File: config.mk
export PLATFORM = sky130hd
export DESIGN_NAME = seconds_counter_rtc_core
export DESIGN_NICKNAME = d
export VERILOG_FILES = /design/src/seconds_counter_rtc_core.v /design/src/sync3.v
export VERILOG_INCLUDE_DIRS = /design/src
export SDC_FILE = /design/constraint.sdc
export NUM_CORES = 1
export LEC_CHECK = 0
export CAP_MARGIN = 10
export CORE_MARGIN = 5
export CORE_UTILIZATION = 58
export CTS_BUF_LIST = sky130_fd_sc_hd__clkbuf_8
export DETAILED_ROUTE_END_ITERATION = 8
export DONT_BUFFER_PORTS = 1
export MAX_ROUTING_LAYER = met4
export PLACE_DENSITY = 0.77
export REMOVE_ABC_BUFFERS = 1
export SETUP_SLACK_MARGIN = 0.5
export SYNTH_ARGS = -nofsm -noshare
export SYNTH_HDL_FRONTEND = slang
export SYNTH_SLANG_ARGS = --single-unit
File: constraint.sdc
create_clock -name i_clk_sys -period 2.4 [get_ports i_clk_sys]
set_input_delay 0.48 -clock i_clk_sys [delete_from_list [all_inputs] [get_ports i_clk_sys]]
set_output_delay 0.48 -clock i_clk_sys [all_outputs]
set_load 0.03 [all_outputs]
File: src/seconds_counter_rtc_map.vh
// Constants for the seconds counter RTC core: register map, timing counts.
// Assumes inclusion by the design modules only.
`ifndef SECONDS_COUNTER_RTC_MAP_VH
`define SECONDS_COUNTER_RTC_MAP_VH
`define REG_CNT0 3'h0
`define REG_CNT1 3'h1
`define REG_CNT2 3'h2
`define REG_CNT3 3'h3
`define REG_CTRL 3'h4
`define REG_TRICKLE 3'h5
`define REG_LAST 3'h5
`define CTRL_OSC_STOP_BIT 7
`define CTRL_RESET 8'h00
`define TRICKLE_RESET 8'h00
`define OSC_HZ 32768
`define SYS_HZ 100000000
`define RESET_RELEASE_DELAY_MS 250
`define OSC_STARTUP_MS 1000
// Bus address of the target; the value is arbitrary
`define DEV_ADDR_DEFAULT 7'h2c
`endif

File: src/seconds_counter_rtc_core.v
// Seconds counter RTC core: oscillator edge counting, two-wire target,
// supply monitor driven reset output.
// Assumes i_power_ok is a comparator level and pins are open drain outside.
`timescale 1ns/10ps
`include "seconds_counter_rtc_map.vh"
module seconds_counter_rtc_core #(
    parameter [6:0] DEV_ADDR = `DEV_ADDR_DEFAULT,
    parameter OSC_HZ = `OSC_HZ,
    parameter [31:0] RELEASE_CYCLES =
        `RESET_RELEASE_DELAY_MS * (`SYS_HZ / 1000),
    parameter [31:0] STARTUP_CYCLES = `OSC_STARTUP_MS * (`SYS_HZ / 1000),
    parameter [15:0] STARTUP_TICKS = OSC_HZ * `OSC_STARTUP_MS / 1000
) (
    input wire i_clk_sys,
    input wire i_rst,
    input wire i_xtal_in,
    input wire i_power_ok,
    input wire i_scl,
    input wire i_sda,
    output reg o_sda,
    output reg o_sda_oe,
    output reg o_rst_n,
    output reg o_rst_n_oe
);
    ////////////////////////////////////////////////////////////////////////
    wire xtal_s;
    wire scl_s;
    wire sda_s;
    wire pwr_s;
    sync3 u_sx (.i_clk_sys(i_clk_sys), .i_rst(i_rst),
        .i_async(i_xtal_in), .o_level(xtal_s));
    sync3 u_sc (.i_clk_sys(i_clk_sys), .i_rst(i_rst),
        .i_async(i_scl), .o_level(scl_s));
    sync3 u_sd (.i_clk_sys(i_clk_sys), .i_rst(i_rst),
        .i_async(i_sda), .o_level(sda_s));
    sync3 u_sp (.i_clk_sys(i_clk_sys), .i_rst(i_rst),
        .i_async(i_power_ok), .o_level(pwr_s));
    reg xtal_d_ff;
    reg scl_d_ff;
    reg sda_d_ff;
    wire xtal_rise = xtal_s & ~xtal_d_ff;
    wire scl_rise = scl_s & ~scl_d_ff;
    wire scl_fall = ~scl_s & scl_d_ff;
    wire start_c = scl_s & scl_d_ff & sda_d_ff & ~sda_s;
    wire stop_c = scl_s & scl_d_ff & ~sda_d_ff & sda_s;
    ////////////////////////////////////////////////////////////////////////
    // Oscillator divider and seconds counter
    reg [15:0] div_ff;
    reg [15:0] startup_ff;
    reg [31:0] count_ff;
    reg [7:0] ctrl_ff;
    reg [7:0] trickle_ff;
    reg osc_ready_ff;
    reg sec_tick_ff;
    wire osc_stop = ctrl_ff[`CTRL_OSC_STOP_BIT];
    reg wr_en;
    reg [2:0] wr_addr;
    reg [7:0] wr_data;
    always @(posedge i_clk_sys) begin
        if (i_rst) begin
            div_ff <= 16'h0000;
            startup_ff <= 16'h0000;
            osc_ready_ff <= 1'b0;
            sec_tick_ff <= 1'b0;
        end else begin
            sec_tick_ff <= 1'b0;
            if (xtal_rise) begin
                if (!osc_ready_ff) begin
                    startup_ff <= startup_ff + 16'h0001;
                    if (startup_ff == STARTUP_TICKS - 16'h0001) begin
                        osc_ready_ff <= 1'b1;
                    end
                end else if (div_ff == OSC_HZ - 1) begin
                    div_ff <= 16'h0000;
                    sec_tick_ff <= 1'b1;
                end else begin
                    div_ff <= div_ff + 16'h0001;
                end
            end
        end
    end
    // Counter runs on independent of power state
    always @(posedge i_clk_sys) begin
        if (i_rst) begin
            count_ff <= 32'h00000000;
            ctrl_ff <= `CTRL_RESET;
            trickle_ff <= `TRICKLE_RESET;
        end else begin
            if (sec_tick_ff && !osc_stop) begin
                count_ff <= count_ff + 32'h00000001;
            end
            if (wr_en) begin
                case (wr_addr)
                    `REG_CNT0: count_ff[7:0] <= wr_data;
                    `REG_CNT1: count_ff[15:8] <= wr_data;
                    `REG_CNT2: count_ff[23:16] <= wr_data;
                    `REG_CNT3: count_ff[31:24] <= wr_data;
                    `REG_CTRL: ctrl_ff <= wr_data;
                    `REG_TRICKLE: trickle_ff <= wr_data;
                    default: ;
                endcase
            end
        end
    end
    ////////////////////////////////////////////////////////////////////////
    // Power monitor and reset output
    reg [31:0] hold_ff;
    reg pf_ff;
    always @(posedge i_clk_sys) begin
        if (i_rst) begin
            hold_ff <= RELEASE_CYCLES;
            pf_ff <= 1'b1;
            o_rst_n <= 1'b0;
            o_rst_n_oe <= 1'b1;
        end else begin
            o_rst_n <= 1'b0;
            if (!pwr_s) begin
                pf_ff <= 1'b1;
                hold_ff <= osc_stop ? RELEASE_CYCLES + STARTUP_CYCLES
                                    : RELEASE_CYCLES;
            end else if (hold_ff != 32'h00000000) begin
                hold_ff <= hold_ff - 32'h00000001;
            end else begin
                pf_ff <= 1'b0;
            end
            o_rst_n_oe <= !pwr_s || hold_ff != 32'h00000000 || pf_ff;
        end
    end
    ////////////////////////////////////////////////////////////////////////
    // Two-wire target
    localparam ST_IDLE = 3'h0;
    localparam ST_DEVA = 3'h1;
    localparam ST_REGA = 3'h2;
    localparam ST_WDAT = 3'h3;
    localparam ST_RDAT = 3'h4;
    localparam ST_ACK = 3'h5;
    localparam ST_RACK = 3'h6;
    reg [2:0] st_ff;
    reg [2:0] ret_ff;
    reg [3:0] bit_ff;
    reg [7:0] sh_ff;
    reg [2:0] ptr_ff;
    reg [31:0] snap_ff;
    reg rd_ff;
    function [2:0] next_ptr;
        input [2:0] p;
        begin
            next_ptr = (p == `REG_LAST) ? `REG_CNT0 : p + 3'h1;
        end
    endfunction
    function [7:0] rd_byte;
        input [2:0] p;
        input [31:0] s;
        begin
            case (p)
                `REG_CNT0: rd_byte = s[7:0];
                `REG_CNT1: rd_byte = s[15:8];
                `REG_CNT2: rd_byte = s[23:16];
                `REG_CNT3: rd_byte = s[31:24];
                `REG_CTRL: rd_byte = ctrl_ff;
                `REG_TRICKLE: rd_byte = trickle_ff;
                default: rd_byte = 8'h00;
            endcase
        end
    endfunction
    wire [7:0] rd_cur = rd_byte(ptr_ff, snap_ff);
    always @* begin
        wr_en = 1'b0;
        wr_addr = ptr_ff;
        wr_data = {sh_ff[6:0], sda_s};
        if (st_ff == ST_WDAT && scl_rise && bit_ff == 4'h7 && !pf_ff) begin
            wr_en = 1'b1;
        end
    end
    always @(posedge i_clk_sys) begin
        if (i_rst) begin
            xtal_d_ff <= 1'b1;
            scl_d_ff <= 1'b1;
            sda_d_ff <= 1'b1;
            st_ff <= ST_IDLE;
            ret_ff <= ST_IDLE;
            bit_ff <= 4'h0;
            sh_ff <= 8'h00;
            ptr_ff <= `REG_CNT0;
            snap_ff <= 32'h00000000;
            rd_ff <= 1'b0;
            o_sda <= 1'b0;
            o_sda_oe <= 1'b0;
        end else begin
            xtal_d_ff <= xtal_s;
            scl_d_ff <= scl_s;
            sda_d_ff <= sda_s;
            o_sda <= 1'b0;
            if (pf_ff || stop_c) begin
                st_ff <= ST_IDLE;
                o_sda_oe <= 1'b0;
            end else if (start_c) begin
                st_ff <= ST_DEVA;
                bit_ff <= 4'h0;
                o_sda_oe <= 1'b0;
                snap_ff <= count_ff;
            end else begin
                case (st_ff)
                    ST_DEVA, ST_REGA, ST_WDAT: begin
                        if (scl_rise) begin
                            sh_ff <= {sh_ff[6:0], sda_s};
                            bit_ff <= bit_ff + 4'h1;
                        end
                        if (scl_fall && bit_ff == 4'h8) begin
                            bit_ff <= 4'h0;
                            if (st_ff == ST_DEVA) begin
                                if (sh_ff[7:1] == DEV_ADDR) begin
                                    o_sda_oe <= 1'b1;
                                    rd_ff <= sh_ff[0];
                                    ret_ff <= sh_ff[0] ? ST_RDAT : ST_REGA;
                                    st_ff <= ST_ACK;
                                end else begin
                                    st_ff <= ST_IDLE;
                                end
                            end else begin
                                if (st_ff == ST_REGA) begin
                                    ptr_ff <= sh_ff[2:0];
                                end else begin
                                    ptr_ff <= next_ptr(ptr_ff);
                                end
                                o_sda_oe <= 1'b1;
                                ret_ff <= ST_WDAT;
                                st_ff <= ST_ACK;
                            end
                        end
                    end
                    ST_ACK: begin
                        if (scl_fall) begin
                            if (ret_ff == ST_RDAT) begin
                                sh_ff <= rd_cur;
                                o_sda_oe <= ~rd_cur[7];
                            end else begin
                                o_sda_oe <= 1'b0;
                            end
                            st_ff <= ret_ff;
                        end
                    end
                    ST_RDAT: begin
                        if (scl_fall) begin
                            bit_ff <= bit_ff + 4'h1;
                            if (bit_ff == 4'h7) begin
                                o_sda_oe <= 1'b0;
                                bit_ff <= 4'h0;
                                ptr_ff <= next_ptr(ptr_ff);
                                st_ff <= ST_RACK;
                            end else begin
                                sh_ff <= {sh_ff[6:0], 1'b0};
                                o_sda_oe <= ~sh_ff[6];
                            end
                        end
                    end
                    ST_RACK: begin
                        if (scl_rise) begin
                            st_ff <= sda_s ? ST_IDLE : ST_ACK;
                            ret_ff <= ST_RDAT;
                        end
                    end
                    default: begin
                        o_sda_oe <= 1'b0;
                    end
                endcase
            end
        end
    end
endmodule // seconds_counter_rtc_core

File: src/sync3.v
// Three-stage input synchroniser with change taken once stages 2 and 3 agree.
// Assumes the input is asynchronous to i_clk_sys.
`timescale 1ns/10ps
module sync3 (
    input wire i_clk_sys,
    input wire i_rst,
    input wire i_async,
    output reg o_level
);
    reg s1_ff;
    reg s2_ff;
    reg s3_ff;
    always @(posedge i_clk_sys) begin
        if (i_rst) begin
            s1_ff <= 1'b1;
            s2_ff <= 1'b1;
            s3_ff <= 1'b1;
            o_level <= 1'b1;
        end else begin
            s1_ff <= i_async;
            s2_ff <= s1_ff;
            s3_ff <= s2_ff;
            if (s2_ff == s3_ff) begin
                o_level <= s3_ff;
            end
        end
    end
endmodule // sync3

== Yosys cells after proc, flatten, opt, wreduce, memory -nomap -nowiden ==
Cells that the tools add are included.

* Register bits after elaboration: 189
* Latch bits: 0
* Bits in read-only memories: 0
* Memory bits (writable): 0
* Memories kept: 0

* Multipliers: 0
* Div/mod/pow operators: 0
* Reduce and logical (&&, ||, !) cells: 36
* Add/subtract/negate cells: 6
* Mux-type cells: 58
* Bitwise logic cells: 21
* Shift-type cells: 0
* Eq/ne operators: 38
* Magnitude comparators: 0

{| class="wikitable"
|+ Operator list
! cell !! count
|-
| 32-bit two-way mux || 4
|-
| 8-bit two-way mux || 9
|-
| 3-bit two-way mux || 19
|-
| 8-bit one-hot mux with 6 select lines || 1
|-
| 16-bit by 1-bit adder with 16-bit output, second input constant || 2
|-
| 32-bit by 1-bit adder with 32-bit output, second input constant || 1
|-
| 16-bit by 15-bit == test with 1-bit output, second input constant || 2
|-
| 32-bit nonzero test || 1
|-
| 32-bit by 1-bit subtractor with 32-bit output, second input constant || 1
|-
| 27-bit two-way mux || 1
|-
| 8-bit one-hot mux with 3 select lines || 1
|-
| 4-bit two-way mux || 5
|-
| 2-bit != test, second input constant || 10
|-
| 3-bit == test, second input constant || 6
|-
| 3-bit != test, second input constant || 6
|-
| 6-bit AND reduction || 3
|-
| 16-bit two-way mux || 1
|-
| 1-bit NOT || 13
|-
| 3-bit by 2-bit == test with 1-bit output, second input constant || 4
|-
| 1-bit two-way mux || 12
|-
| 3-bit one-hot mux with 2 select lines || 2
|-
| 3-bit one-hot mux with 4 select lines || 1
|-
| 2-bit AND reduction || 5
|-
| 3-bit OR reduction || 3
|-
| other kinds (24) || 46
|}

== Longest topological paths before layout ==
* Depth after elaboration: 7
* Depth in mapped cells: 11

== Cells and area by module ==
Synthesis repeated with hierarchy kept, for this count alone.

* Cells, all modules: 1056
* Area total of the unflattened synthesis: 8777.2 µm²

{| class="wikitable"
|+ By module, submodules not included
! module !! cells an instance !! area each (µm²) !! instances
|-
| seconds_counter_rtc_core || 1016 || 8316.7 || 1
|-
| sync3 || 10 || 115.1 || 4
|}

== Worst setup path before layout ==
No wires, ideal clock.

* Path type: register to register
* Start point: register ptr_ff[1]
* End point: register o_sda_oe
* Cell stages (with the launch flop): 12
* Arrival time: 2.183 ns
* Data required time: 2.273 ns
* Path slack: 0.090 ns
* Library setup time: 0.127 ns
* Cell sequence: dfxtp_1 clkbuf_1 clkbuf_1 clkbuf_1 and2_1 ha_1 buf_1 nand2_1 o41ai_1 o31ai_1 a211oi_1 o21ai_0

* Cells in the longest elaborated chain, start to end: 6
* Elaborated cells between the ends (all ways): 11
* Those cells by class: eq/ne: 5; mux: 4; bitwise: 1; reduce/logical: 1

{| class="wikitable"
|+ Ends and longest elaborated chain
! what !! RTL line !! source
|-
| from (decl) || seconds_counter_rtc_core.v:142 || <nowiki>reg [2:0] ptr_ff;</nowiki>
|-
| from (signal assigned) || seconds_counter_rtc_core.v:184 || <nowiki>ptr_ff <= `REG_CNT0;</nowiki>
|-
| from (signal assigned) || seconds_counter_rtc_core.v:222 || <nowiki>ptr_ff <= sh_ff[2:0];</nowiki>
|-
| from (signal assigned) || seconds_counter_rtc_core.v:224 || <nowiki>ptr_ff <= next_ptr(ptr_ff);</nowiki>
|-
| 3-bit == test, or another cell as far along || seconds_counter_rtc_core.v:155 || <nowiki>case (p)</nowiki>
|-
| 8-bit one-hot mux with 6 select lines * || seconds_counter_rtc_core.v:155 ||
|-
| 1-bit NOT * || seconds_counter_rtc_core.v:236 || <nowiki>o_sda_oe <= ~rd_cur[7];</nowiki>
|-
| 1-bit two-way mux * || seconds_counter_rtc_core.v:234 || <nowiki>if (ret_ff == ST_RDAT) begin</nowiki>
|-
| 1-bit two-way mux * || seconds_counter_rtc_core.v:233 || <nowiki>if (scl_fall) begin</nowiki>
|-
| 1-bit one-hot mux with 4 select lines * || seconds_counter_rtc_core.v:203 || <nowiki>case (st_ff)</nowiki>
|-
| to (signal assigned) || seconds_counter_rtc_core.v:236 ||
|-
| to (signal assigned) || seconds_counter_rtc_core.v:253 || <nowiki>o_sda_oe <= ~sh_ff[6];</nowiki>
|-
| to (decl) || seconds_counter_rtc_core.v:21 || <nowiki>output reg o_sda_oe,</nowiki>
|}

Mark *: on every way between the ends. The rest lies on a longest branch, timed or not. The select of a mux whose other input is x is not followed.
A chain may end at the register's enable or synchronous reset.

== Final worst setup path ==
* Start point: register hold_ff[21]
* End point: register hold_ff[18]

* Cells in the longest elaborated chain, start to end: 2

{| class="wikitable"
|+ Ends and longest elaborated chain
! what !! RTL line !! source
|-
| from (decl) || seconds_counter_rtc_core.v:107 || <nowiki>reg [31:0] hold_ff;</nowiki>
|-
| from (signal assigned) || seconds_counter_rtc_core.v:119 || <nowiki>hold_ff <= osc_stop ? RELEASE_CYCLES + STARTUP_CYCLES</nowiki>
|-
| from (signal assigned) || seconds_counter_rtc_core.v:122 || <nowiki>hold_ff <= hold_ff - 32'h00000001;</nowiki>
|-
| 32-bit nonzero test || seconds_counter_rtc_core.v:121 || <nowiki>end else if (hold_ff != 32'h00000000) begin</nowiki>
|-
| 2-bit != test (no source line) || - ||
|}

No other way between the ends.

==> impl_metrics.ini <==
[global_routing]
grt_max_degree = 136
grt_overflow = 0
grt_pass1_wl_um = 36100
grt_use_total_pct = 24.7
grt_antenna_before_repair = 0
grt_pass1_vias = 7280

[critical_path]
required_ns = 2.80
critPathBufInv = 2
rrSetupSlack_ns = 0.11
endpoint_kind = register
crit-reg2reg-launch = hold_ff[21]
path_cells = nor4_4, nand4_1, buf_6, o211ai_1, buf_4, o31ai_1, a31oi_1
cp-start-kind = register
cp_top_family = simple AND/OR/NAND/NOR gates
slowest_delay_ns = 0.44
timing.critical_path.arrival_ns = 2.70
slowest_stage = dfxtp_1
crit_type = register to register
reg2regPathDepth = 7
path_max_fanout = 6
r2r-end = hold_ff[18]

[sta]
finClkSkew_ns = 0.0195
maxSlewHeadroom_pct = 52.7
finalHoldViolCount = 0
setup_ws_ns = 0.106
maxSlewViolCount = 0
tightest_slew_ns = 0.709
setup-violations-final = 0
fin_crit_ns = 2.29
post-route-period-util_pct = 95.6
fmax_ghz = 0.436
rsz0062_at_grt = true

[finish]
fin_util_pct = 69.6
area.growth.synth_to_final_pct = 18.9
final_nets = 1141
antennaDiodeCount = 0
layout-drive-gt1-share_pct = 25.4

[die]
io_pins = 10
die_w_um = 136
die_y_um = 136
dieArea_um2 = 18500
fp.coreArea_um2 = 15800
start_util_pct = 58.5
rows = 46

[placed_design]
dp_slack_ns = 0.0935
place_congestion = 0.923
port_buffers = 0
dpl.hpwl_um = 13900

[logic_synthesis]
ys_types = 80
synth_cells = 1084
yosys_register_bits = 189
yosysSeqAreaShare_pct = 41.0
synth_warnings = 0
yosys_most_used_dff = dfxtp_1
synth-edff-count = 0
avgSynthCellArea_um2 = 8.51
syn-cell-area_um2 = 9230
synthArstFlopShare_pct = 0

[clock_tree]
cts_hold_buf = 0
cts-buffers-inserted = 17
clk_path_buf_depth = 2
cts_sinks = 189
cts-htree-levels = 4
clk_transition_reported_paths_ns = 0.11
cts-root-buf = clkbuf_8
cts_tree = done
insertion_delay_ns = 0.49

[drt]
antenna_left = 0
drc = 0
drt-vias-per-instance = 6.10
wl_per_cell_um = 17.8
dr.pass1.iters = 5
drt_iter0_drc = 669
vias = 8272
wl_um = 24100

[power]
finalPower_uw = 5730
powerDensity_nw_per_um2 = 522
p_leak_uw = 0.00386
ir_drop_v = 0.000545

[run_status]
status = complete, no violations

[job]
maxCapViolCount = 0

[hold_path]
holdCritPathClass = primary input to register
min_path_cells = 1
worstHoldEndpoint = startup_ff[1]
holdCritStartpoint = i_rst
## layer usage
| layer | share of wire, % | wire length [um] | track usage [%] |
|---|---|---|---|
| met5 | 0 | 0 | - |
| met4 | 2.7 | 656 | 6.16 |
| met3 | 5.1 | 1230 | 4.07 |
| met2 | 48 | 11600 | 39.0 |
| met1 | 44 | 10500 | 33.3 |
## cell families after synthesis
| group | count (synthesis) | synth area share, % |
|---|---|---|
| muxes | 40 | 4.44 |
| other | 1 | 0.0406 |
| xor gates and xnor gates | 64 | 6.08 |
| buffers and inverters | 91 | 4.35 |
| adders and majority gates | 8 | 1.09 |
| DFF | 189 | 41.0 |
| and+or+nand+nor | 471 | 26.5 |
| AOI/OAI and AO/OA | 220 | 16.5 |
## placed cells by master (no fill, tap or decap), types with 8 or more instances in the layout
cell,instances
nor2_4,15
nand2_1,119
nand3b_1,13
a21oi_1,67
xor2_1,42
and3_1,11
nor4_1,8
or4_4,8
nand4_1,22
or2_2,17
buf_6,11
inv_1,14
o31ai_1,9
a211oi_2,16
nand3_1,34
nor3_1,19
clkbuf_8,19
a311oi_1,8
a211oi_1,18
dfxtp_2,23
dfxtp_1,161
o21ai_0,31
or3_1,18
buf_4,78
mux2i_1,33
nor2_1,101
xnor2_1,22
## layout make-up
class	instances	area (um^2)
sequential	189	3830
tap	216	270
clock inverter	13	145
inverter	18	73.8
multi-input combinational	806	5560
fill	1157	4800
timing repair buffer	95	835
clock buffer	19	262
## sequential cells by signal, summed over array words and instances, names as in the netlist, 4 cells and up
signal,cells
div_ff,16
hold_ff,32
startup_ff,16
count_ff,32
trickle_ff,8
bit_ff,4
ctrl_ff,8
snap_ff,32
sh_ff,8
## timing repair
| action | 4_1_cts | 5_1_grt |
|---|---|---|
| gates resized for setup | 81 | 91 |
| buffers inserted | 20 | 25 |
| gates cloned | 3 | 2 |
| setup endpoints to repair | 89 | 109 |
| pin swaps | 27 | 33 |
## how the worst max path moves through the flow
stage	start	end	slack (ns)	cells after the start
2_1_floorplan	u_sc.o_level	snap_ff[0]	-0.76	4
3_3_place_gp	bit_ff[0]	ctrl_ff[1]	0.14	6
3_5_place_dp	bit_ff[0]	ctrl_ff[2]	0.09	6
4_1_cts	bit_ff[1]	count_ff[0]	0.36	7
5_1_grt	hold_ff[12]	hold_ff[18]	0.08	7
6_report	hold_ff[21]	hold_ff[18]	0.11	7
## worst reg2reg max path: stages, from the launching register on
cell      delay, ns
dfxtp_1        0.44
nor4_4         0.37
nand4_1        0.31
buf_6          0.26
o211ai_1       0.31
buf_4          0.20
o31ai_1        0.10
a31oi_1        0.24
## synthesized netlist by cell type (3+ instances only)
cell type | instances | area [um^2]
a211oi_1 | 21 | 158
a211oi_2 | 14 | 175
a21oi_1 | 68 | 340
a22oi_1 | 5 | 37.5
a311oi_1 | 8 | 70.1
a31o_2 | 3 | 26.3
a31oi_1 | 7 | 43.8
and2_1 | 5 | 31.3
and3_1 | 11 | 68.8
and3b_1 | 7 | 61.3
and4_1 | 10 | 87.6
buf_1 | 3 | 11.3
buf_2 | 9 | 45.0
buf_4 | 3 | 22.5
buf_6 | 5 | 56.3
clkbuf_1 | 53 | 199
dfxtp_1 | 189 | 3780
ha_1 | 8 | 100
inv_1 | 18 | 67.6
mux2_2 | 7 | 78.8
mux2i_1 | 33 | 330
nand2_1 | 119 | 447
nand2b_1 | 8 | 50.1
nand3_1 | 37 | 185
nand3b_1 | 13 | 97.6
nand4_1 | 22 | 138
nor2_1 | 121 | 454
nor2b_1 | 8 | 50.1
nor3_1 | 23 | 115
nor3b_1 | 5 | 37.5
nor4_1 | 14 | 87.6
nor4_2 | 3 | 37.5
nor4bb_1 | 3 | 30.0
o211ai_1 | 7 | 52.6
o21a_1 | 3 | 22.5
o21ai_0 | 32 | 160
o21ai_1 | 6 | 30.0
o221ai_1 | 5 | 43.8
o31ai_1 | 11 | 82.6
or2_2 | 17 | 106
or3_1 | 19 | 119
or4_1 | 9 | 67.6
xnor2_1 | 22 | 193
xor2_1 | 42 | 368
## power by group
part | switching (uW) | total [uW] | internal, uW | leakage, uW
clock | 1240 | 2160 | 920 | 0.000206
combinational | 167 | 326 | 159 | 0.00212
sequential | 60.7 | 3240 | 3180 | 0.00154
## through the flow
| step | hold slack (ns) | TNS (ns) | instances | instance area [um^2] |
|---|---|---|---|---|
| finish | 0.0860 | 0 | 1356 | 11000 |
| global route | 0.0403 | 0 | 1356 | 11000 |
| CTS | 0.0577 | 0 | 1329 | 10400 |
| detailed placement | 0.393 | 0 | 1274 | 9520 |
| global placement | 0.392 | 0 | 1274 | 9520 |
| floorplan | 0.389 | -24.33 | 1012 | 8890 |
No activity file was read; power rests on OpenSTA's default activity.
